===== config.mk =====
export PLATFORM = sky130hd
export DESIGN_NAME = skip_branch_unit
export DESIGN_NICKNAME = d
export VERILOG_FILES = /design/src/skip_pkg.sv /design/src/bit_pick.sv /design/src/skip_branch_unit.sv
export VERILOG_INCLUDE_DIRS = /design/src
export SDC_FILE = /design/constraint.sdc
export NUM_CORES = 1
export LEC_CHECK = 0
export ABC_CLOCK_PERIOD_IN_PS = 1900
export BUFFER_PORTS_ARGS = -buffer_cell sky130_fd_sc_hd__buf_2
export CAP_MARGIN = 20
export CORE_AREA = 2 2 87 89
export CTS_CLUSTER_DIAMETER = 40
export DETAILED_ROUTE_END_ITERATION = 6
export DIE_AREA = 0 0 89 91
export PLACE_DENSITY = 0.67
export SKIP_LAST_GASP = 1
export SLEW_MARGIN = 20
export SYNTH_ARGS = -nofsm -noshare
export SYNTH_HDL_FRONTEND = slang
export SYNTH_SLANG_ARGS = --single-unit

===== constraint.sdc =====
create_clock -name clk_sys -period 1.9 [get_ports clk_sys]
set_clock_uncertainty 0.05 [all_clocks]
set_input_delay 0.285 -clock clk_sys [delete_from_list [all_inputs] [get_ports clk_sys]]
set_output_delay 0.285 -clock clk_sys [all_outputs]
set_load 0.01 [all_outputs]

===== src/skip_cfg.svh =====
// Constants for the conditional skip and branch unit
// Behaviour
// - A register-bit skip on a clear bit advances the PC by 2 or 3 in 1, 2 or 3 cycles, flags untouched.
// - A register-bit skip on a set bit advances the PC by 2 or 3 in 1, 2 or 3 cycles, flags untouched.
// - An I/O-bit skip on a clear bit advances the PC by 2 or 3 in 2, 3 or 4 cycles, flags untouched.
// - An I/O-bit skip on a set bit advances the PC by 2 or 3 in 2, 3 or 4 cycles, flags untouched.
// - A branch on a set status bit loads PC plus k plus 1 in 1 or 2 cycles, flags untouched.
// - A branch on a clear status bit loads PC plus k plus 1 in 1 or 2 cycles, flags untouched.
`ifndef SKIP_CFG_SVH
`define SKIP_CFG_SVH
`define PC_W 16
`define OFS_W 7
`define PC_STEP_ONE 16'h0001
`define PC_STEP_SKIP1 16'h0002
`define PC_STEP_SKIP2 16'h0003
`define CYC_REG_FALSE 3'h1
`define CYC_REG_SKIP1 3'h2
`define CYC_REG_SKIP2 3'h3
`define CYC_IO_FALSE 3'h2
`define CYC_IO_SKIP1 3'h3
`define CYC_IO_SKIP2 3'h4
`define CYC_BR_FALSE 3'h1
`define CYC_BR_TAKEN 3'h2
`endif


===== src/skip_pkg.sv =====
// Types for the conditional skip and branch unit
package skip_pkg;
	typedef enum logic [2:0] {
		OP_NONE = 3'h0,
		OP_SKIP_IF_REG_BIT_CLEAR = 3'h1,
		OP_SKIP_IF_REG_BIT_SET = 3'h2,
		OP_SKIP_IF_IO_BIT_CLEAR = 3'h3,
		OP_SKIP_IF_IO_BIT_SET = 3'h4,
		OP_BRANCH_IF_FLAG_SET = 3'h5,
		OP_BRANCH_IF_FLAG_CLEAR = 3'h6
	} skip_op_e;

	typedef enum logic [1:0] {
		ST_IDLE = 2'b00,
		ST_RUN = 2'b01
	} unit_state_e;

	typedef struct packed {
		skip_op_e op;
		logic [2:0] bit_idx;
		logic [7:0] reg_val;
		logic [7:0] io_val;
		logic [7:0] core_status_register;
		logic [6:0] offset_k;
		logic [15:0] pc;
		logic next_two_word;
	} skip_req_s;

	typedef struct packed {
		logic taken;
		logic [15:0] pc_next;
	} skip_res_s;
endpackage : skip_pkg


===== src/bit_pick.sv =====
// Selects one bit of a byte by index
`timescale 1ns/1ps
module bit_pick (
	// Operand
	input wire logic [7:0] data,
	input wire logic [2:0] idx,
	// Result
	output logic bit_out
);
	logic [7:0] hit;

	// One-hot gate per bit
	for (genvar i = 0; i < 8; i++) begin : g_bit
		assign hit[i] = data[i] & (idx == 3'(i));
	end

	assign bit_out = |hit;
endmodule : bit_pick


===== src/skip_branch_unit.sv =====
// Conditional skip and relative branch execution unit
`timescale 1ns/1ps
`include "skip_cfg.svh"
module skip_branch_unit
	import skip_pkg::*;
(
	// Clock and reset
	input wire logic clk_sys,
	input wire logic rst_n,
	input wire logic ce,
	// Request from decoder
	input wire logic req_valid,
	input wire skip_req_s req,
	// Result to program counter
	output logic busy_q,
	output logic done_q,
	output skip_res_s res_q
);
	unit_state_e state_q;
	unit_state_e state_d;
	logic [2:0] cnt_q;
	logic src_bit;
	logic [7:0] src_byte;
	logic cond;
	logic [2:0] cycles;
	logic [15:0] step;
	logic [15:0] k_ext;
	logic accept;
	logic is_io;
	logic is_br;
	logic want_set;
	logic one_cyc;
	logic last_cyc;
	logic [15:0] pc_sum;

	// Operand byte for the bit test
	always_comb begin
		src_byte = req.reg_val;
		if (is_io) begin
			src_byte = req.io_val;
		end else if (is_br) begin
			src_byte = req.core_status_register;
		end
	end

	bit_pick u_pick (
		.data(src_byte),
		.idx(req.bit_idx),
		.bit_out(src_bit)
	);

	assign k_ext = {{(16 - `OFS_W){req.offset_k[`OFS_W - 1]}}, req.offset_k};
	assign accept = req_valid && (state_q == ST_IDLE);

	// Single-cycle op and last cycle of a long one
	assign one_cyc = (cycles == 3'h1);
	assign last_cyc = (state_q == ST_RUN) && (cnt_q == 3'h0);

	// New PC wraps modulo the PC width
	assign pc_sum = 16'(req.pc + step);

	// Operand source and wanted bit level
	always_comb begin
		is_io = 1'b0;
		is_br = 1'b0;
		want_set = 1'b0;
		case (req.op)
			OP_SKIP_IF_REG_BIT_CLEAR: begin
				want_set = 1'b0;
			end
			OP_SKIP_IF_REG_BIT_SET: begin
				want_set = 1'b1;
			end
			OP_SKIP_IF_IO_BIT_CLEAR: begin
				is_io = 1'b1;
			end
			OP_SKIP_IF_IO_BIT_SET: begin
				is_io = 1'b1;
				want_set = 1'b1;
			end
			OP_BRANCH_IF_FLAG_SET: begin
				is_br = 1'b1;
				want_set = 1'b1;
			end
			OP_BRANCH_IF_FLAG_CLEAR: begin
				is_br = 1'b1;
			end
			default: begin
				want_set = 1'b0;
			end
		endcase
	end

	// Bit test against the wanted level
	always_comb begin
		cond = 1'b0;
		case (req.op)
			OP_SKIP_IF_REG_BIT_CLEAR, OP_SKIP_IF_REG_BIT_SET: begin
				cond = (src_bit == want_set);
			end
			OP_SKIP_IF_IO_BIT_CLEAR, OP_SKIP_IF_IO_BIT_SET: begin
				cond = (src_bit == want_set);
			end
			OP_BRANCH_IF_FLAG_SET, OP_BRANCH_IF_FLAG_CLEAR: begin
				cond = (src_bit == want_set);
			end
			default: begin
				cond = 1'b0;
			end
		endcase
	end

	// Cycle count of the operation
	always_comb begin
		cycles = `CYC_REG_FALSE;
		case (req.op)
			OP_SKIP_IF_REG_BIT_CLEAR, OP_SKIP_IF_REG_BIT_SET: begin
				if (cond) begin
					cycles = req.next_two_word ? `CYC_REG_SKIP2 : `CYC_REG_SKIP1;
				end
			end
			OP_SKIP_IF_IO_BIT_CLEAR, OP_SKIP_IF_IO_BIT_SET: begin
				cycles = `CYC_IO_FALSE;
				if (cond) begin
					cycles = req.next_two_word ? `CYC_IO_SKIP2 : `CYC_IO_SKIP1;
				end
			end
			OP_BRANCH_IF_FLAG_SET, OP_BRANCH_IF_FLAG_CLEAR: begin
				cycles = cond ? `CYC_BR_TAKEN : `CYC_BR_FALSE;
			end
			default: begin
				cycles = `CYC_REG_FALSE;
			end
		endcase
	end

	// Program counter step
	always_comb begin
		step = `PC_STEP_ONE;
		if (cond && is_br) begin
			step = 16'(k_ext + `PC_STEP_ONE);
		end else if (cond) begin
			step = req.next_two_word ? `PC_STEP_SKIP2 : `PC_STEP_SKIP1;
		end
	end

	// Next state of the sequencer
	always_comb begin
		state_d = state_q;
		case (state_q)
			ST_IDLE: begin
				if (accept && !one_cyc) begin
					state_d = ST_RUN;
				end
			end
			ST_RUN: begin
				if (last_cyc) begin
					state_d = ST_IDLE;
				end
			end
			default: begin
				state_d = ST_IDLE;
			end
		endcase
	end

	// Sequencer state register
	always_ff @(posedge clk_sys or negedge rst_n) begin
		if (!rst_n) begin
			state_q <= ST_IDLE;
		end else if (ce) begin
			state_q <= state_d;
		end
	end

	// Remaining cycles after the first
	always_ff @(posedge clk_sys or negedge rst_n) begin
		if (!rst_n) begin
			cnt_q <= 3'h0;
		end else if (ce) begin
			if (accept && !one_cyc) begin
				cnt_q <= 3'(cycles - 3'h2);
			end else if (state_q == ST_RUN && !last_cyc) begin
				cnt_q <= 3'(cnt_q - 3'h1);
			end
		end
	end

	// Busy while a multi-cycle operation runs
	always_ff @(posedge clk_sys or negedge rst_n) begin
		if (!rst_n) begin
			busy_q <= 1'b0;
		end else if (ce) begin
			busy_q <= (state_d == ST_RUN);
		end
	end

	// Completion pulse at the last cycle
	always_ff @(posedge clk_sys or negedge rst_n) begin
		if (!rst_n) begin
			done_q <= 1'b0;
		end else if (ce) begin
			done_q <= (accept && one_cyc) || last_cyc;
		end
	end

	// Result captured at acceptance
	always_ff @(posedge clk_sys or negedge rst_n) begin
		if (!rst_n) begin
			res_q <= '0;
		end else if (ce && accept) begin
			res_q.taken <= cond;
			res_q.pc_next <= pc_sum;
		end
	end
endmodule : skip_branch_unit


# After elaboration in Yosys (flattened, before gate mapping)
# Cells that the tools add are included.
totals:
  ff_bits: 24
  input_bits: 58
  output_inout_bits: 19
  elab_cells: 76
op_classes:
  add_sub_neg: 4
  eq_ne: 17
  muxes: 20
  bitwise_logic: 8
  reduce_logical: 21
ops:
  columns: ["op", "count"]
  rows:
  - ["3-bit == test, second input constant", 7]
  - ["16-bit adder", 1]
  - ["16-bit two-way mux", 1]
  - ["8-bit two-way mux", 2]
  - ["3-bit by 2-bit == test with 1-bit output, second input constant", 4]
  - ["3-bit two-way mux", 4]
  - ["2-bit two-way mux", 5]
  - ["3-bit by 1-bit == test with 1-bit output, second input constant", 3]
  - ["3-bit case mux with 3 select lines", 1]
  - ["7-bit by 2-bit adder with 8-bit output, second input constant", 1]
  - ["1-bit bitwise AND", 8]
  - ["8-bit OR reduction", 1]
  - ["1-bit logical AND", 7]
  - ["3-bit logical NOT", 2]
  - ["1-bit two-way mux", 6]
  - ["2-bit OR reduction", 3]
  - ["6-bit OR reduction", 1]
  - ["2-bit by 1-bit == test with 1-bit output, second input constant", 2]
  - ["2-bit case mux with 2 select lines", 1]
  - ["3-bit OR reduction", 1]
  - ["3-bit by 1-bit subtractor with 3-bit output, second input constant", 1]
  - ["3-bit by 2-bit subtractor with 3-bit output, second input constant", 1]
  - ["1-bit logical NOT", 2]
  - ["2-bit logical NOT", 1]
  - ["4 further kinds", 4]

# Longest topological paths before layout
depth:
  word_depth: 17
  ltp_mapped: 21
  ltp_nobuf: 19

# Modules after synthesis
# From an unflattened synthesis, not the netlist that was laid out.
unflattened:
  hier_cells: 293
  hier_area_um2: 2334.7
by_module_without_submodules:
  columns: ["module", "n_inst", "cells_per_inst", "area_per_inst_um2", "seq_area_each_um2"]
  rows:
  - ["skip_branch_unit", 1, 290, 2270.9, 600.6]
  - ["bit_pick", 1, 3, 63.8, 0.0]

# Least setup slack after synthesis
# OpenSTA, ideal clock, no wires.
synth_timing:
  path_kind: "input to register"
  startpoint: "input req[48] (netlist name)"
  endpoint: "register res_q[14] (netlist name)"
  setup_ps: 120
  t_arrival_ps: 4322
  t_required_ps: 1730
  path_slack_ps: -2592
  cell_stages: 20
  n_path_buf: 1
  cell_sequence: "buf_2 > mux4_2 > mux2i_1 > a21oi_1 > o21ai_1 > o21a_4 > mux2_2 > a221o_1 > nand2_1 > ha_1 > inv_1 > fa_1 > nor2b_1 > o21a_1 > o21ai_0 > a21o_1 > a21boi_0 > o311ai_0 > a21o_1 > a31o_2"
synth_between:
  elab_chain_len: 8
  elab_cells_between_ends: 23
  classes_between: "add/sub (1); eq/ne (8); mux (3); bitwise (8); reduce/logical (3)"
synth_lines:
  columns: ["element", "line", "text"]
  rows:
  - ["from (decl)", "skip_branch_unit.sv:13", "input wire skip_req_s req,"]
  - ["3-bit by 1-bit == test with 1-bit output, or another cell as far along", "bit_pick.sv:14", "assign hit[i] = data[i] & (idx == 3'(i));"]
  - ["1-bit bitwise AND", "bit_pick.sv:14", null]
  - ["8-bit OR reduction *", "bit_pick.sv:17", "assign bit_out = |hit;"]
  - ["1-bit == test *", "skip_branch_unit.sv:99, skip_branch_unit.sv:102, skip_branch_unit.sv:105", null]
  - ["1-bit two-way mux *", null, null]
  - ["2-bit two-way mux or 1-bit logical AND (tied branches)", "skip_branch_unit.sv:142, skip_branch_unit.sv:140", null]
  - ["16-bit two-way mux *", "skip_branch_unit.sv:140", "if (cond && is_br) begin"]
  - ["16-bit adder *", "skip_branch_unit.sv:60", "assign pc_sum = 16'(req.pc + step);"]
  - ["to (decl)", "skip_branch_unit.sv:17", "output skip_res_s res_q"]
# Every way passes the cells marked *; elsewhere a longest branch is shown, timed or not.
# A chain may end at the register's enable or synchronous reset.

# Final worst setup path
layout_timing:
  startpoint: "input req[48] (netlist name)"
  endpoint: "register res_q[15] (netlist name)"
# The elaborated chain is that of the path after synthesis.

==> run_results.csv <==
group,metric,value,unit
outcome,status,"complete, but fails checks",
outcome,failed_checks,"negative setup slack",
timing,period_needed,3.89,ns
yosys,synth_flop_cell,"dfrtp_1",
clock_network,htreeDepth,1,
yosys,netlist_area,0.00244,sq mm
timing,grt_setup_unrepaired,"true",
setup_path,slowest_delay,0.53,ns
route,drc,0,
timing,slew-limit-headroom,64.0,%
clock_network,clkTransAtPathRegs,0.08,ns
setup_path,critical_path_class,"input port to register",
finish,seqCellArea,601,sq um
clock_network,clock_latency,0.27,ns
placement,hpwlAfterDp,5530,microns
finish,layout.nets,525,
yosys,netlist-cell-type-count,57,
timing,fin_ws,-1.99,ns
setup_path,arrival,4.00,ns
clock_network,numClockSinks,24,
global_routing,grt_pass1_wl,11800,microns
timing,period_share,205,%
clock_network,cts-root-buf,"clkbuf_8",
yosys,postSynth.asyncResetShare,100,%
global_routing,grtUsageTotal,17.8,%
route,vias,2677,
route,wl,7130,microns
setup_path,cp_common_cell,"o21ai_2",
yosys,yosysWarnings,0,
route,via_per_inst,4.90,
placement,post-place-ws,-2.41,ns
clock_network,cts_tree,"done",
setup_path,start_kind,"input port",
floorplan,rows,31,
floorplan,pin_count,77,
timing,timing.fmax,0.257,GHz
finish,multiInputGateArea,0.00197,sq mm
power,finalPower,2.79,mW
power,leakagePower,1.96,nW
route,wl_per_cell,13.1,microns
route,drt.antenna.violating_nets,0,
global_routing,grt-ovfl-total,0,
timing,setup-violations-final,23,
clock_network,ctsLongestPathBuffers,2,
placement,gp_congestion,0.855,
setup_path,crit_fanout,6,
timing,finalSetupTns,-27.33,ns
timing,drv_slew,0,
finish,drive_above_1_share,51.7,%
route,dr.pass1.iters,4,
job,maxCapViolCount,0,
placement,numPortBuffers,76,
setup_path,worstPathCellList,"buf_12, mux4_2, mux2i_2, a21oi_2, o21ai_2, o21a_4, buf_4, mux2i_4, ha_1, nand4_1, o21ai_2, or2_2, a31oi_1, o21ai_2, o41ai_2, xnor3_1, mux2_4",
yosys,yosysTopAreaCell,"dfrtp_1",
floorplan,die_h,91,microns
finish,mostFrequentLayoutCell,"buf_4",
yosys,synth.area.top_cells,"dfrtp_1, ha_1, mux4_2, mux2i_1, nand2_1",
floorplan,die_w,89,microns
timing,worst_hold_slack,0.260,ns
yosys,synth-seq-cells,24,
timing,hold_viol,0,
finish,diodes,0,
power,powerDensity,700,mW/mm^2
setup_path,endpoint_kind,"register",
finish,fillers,639,
yosys,syn_area_per_cell,8.64,sq um
finish,most-common-layout-cells,"buf_4, buf_2, dfrtp_1",
yosys,synth_cells,282,
setup_path,crit_required,2.01,ns
timing,tightestPinTransition,0.540,ns
clock_network,numCtsBuffers,3,
yosys,syn_nets,359,
yosys,synth_edf_count,0,
yosys,yosysSeqAreaShare,24.7,%
yosys,synth_top_area_share,24.7,%
floorplan,floorplan.initialDensity,34.1,%
power,ir_drop,0.235,mV
global_routing,antenna_found_initial,0,
global_routing,grt_pass1_vias,2702,
route,first_iter_violations,133,
floorplan,dieArea,0.00810,sq mm
setup_path,cpMaxStageDelayCell,"mux4_2",
floorplan,core_area,0.00714,sq mm
global_routing,grt_max_degree,25,
hold_path,hold_path.class,"input port to register",
finish,syn_to_final_growth,63.8,%
[synth_stat cells (3+ instances only)]
master	instances
o21ai_0	16
nor2_1	24
o21a_1	3
ha_1	18
o31ai_1	6
nand2b_1	6
inv_1	16
nand2_1	26
xnor2_1	7
nand3_1	8
and3_1	6
nand4_1	5
nor2b_1	7
xor2_1	7
o211ai_1	6
a21oi_1	9
and2_1	3
a31oi_1	6
mux2i_1	10
mux4_2	5
dfrtp_1	24
clkbuf_1	8
a221o_1	3
nor3_1	5
mux2_2	4
a211oi_1	5
a21o_1	3
[registers in the layout (all words and copies together) (netlist names)]
| register | flops |
|---|---|
| busy_q | 1 |
| done_q | 1 |
| res_q | 17 |
| state_q | 2 |
| cnt_q | 3 |
[final timing paths]
| check | startpoint | end | slack [ns] | depth (start not counted) |
|---|---|---|---|---|
| hold / removal | ce | state_q[1]$_DFFE_PN0P_ | 0.26 | 2 |
| setup / recovery | req[48] | res_q[15]$_DFFE_PN0P_ | -1.99 | 17 |
| setup reg to reg | cnt_q[0]$_DFFE_PN0P_ | cnt_q[0]$_DFFE_PN0P_ | 0.18 | 6 |
| min in group asynchronous | rst_n | state_q[1]$_DFFE_PN0P_ | 0.50 | 2 |
| hold reg to reg | res_q[8]$_DFFE_PN0P_ | res_q[8]$_DFFE_PN0P_ | 0.43 | 2 |
| max in group asynchronous | rst_n | res_q[9]$_DFFE_PN0P_ | 0.93 | 2 |
[kinds of logic after synthesis]
kind of cell	synth area share, %
simple gates	19.4
compound gates	23.0
buf+inv	4.83
flops	24.7
mux	12.1
fa+ha+maj	10.1
xor+xnor	5.96
[critical path: cells and delay by family]
family	cells	cell delay, ns
simple gates	2	0.41
buf+inv	2	0.22
compound gates	7	1.17
fa+ha+maj	1	0.33
xor+xnor	1	0.27
mux	4	1.30
[layout make-up]
type                    count  share of cell area, %
clock buffers               4                   1.38
inverters                  16                   1.50
multi-input cells         231                   49.3
flip-flops and latches     24                   15.0
well taps                  99                   3.10
repair buffers            172                   29.7
[routing by layer]
| metal | share of wire [%] | vias up | track usage [%] |
|---|---|---|---|
| met2 | 48 | 72 | 30.5 |
| met4 | 1.9 | 0 | 5.97 |
| met3 | 4.1 | 11 | 1.27 |
| met5 | 0 | - | 0 |
| met1 | 46 | 1218 | 23.3 |
| li1 | - | 1376 | - |
[what timing repair did]
action,in CTS,in global routing
gates cloned,1,0
hold endpoints to repair,24,0
hold buffers,1,0
buffers inserted,18,7
gates resized for setup,37,18
pin swaps,39,28
setup endpoints to repair,23,23
[report_power, final]
| group | total, mW | internal, mW | switching [mW] |
|---|---|---|---|
| registers | 0.884 | 0.754 | 0.130 |
| logic | 1.56 | 0.808 | 0.754 |
| clock network | 0.350 | 0.185 | 0.164 |
[metrics by stage]
stage / util (%) / cell area [sq um] / cells
after floorplan: - / 2530 / 282
after CTS: 54.5 / 3890 / 542
after global routing: 55.9 / 3990 / 546
final: 55.9 / 3990 / 546
after global placement: 49.3 / 3520 / 521
after detailed placement: 49.3 / 3520 / 521
No activity file was read; power rests on OpenSTA's default activity.
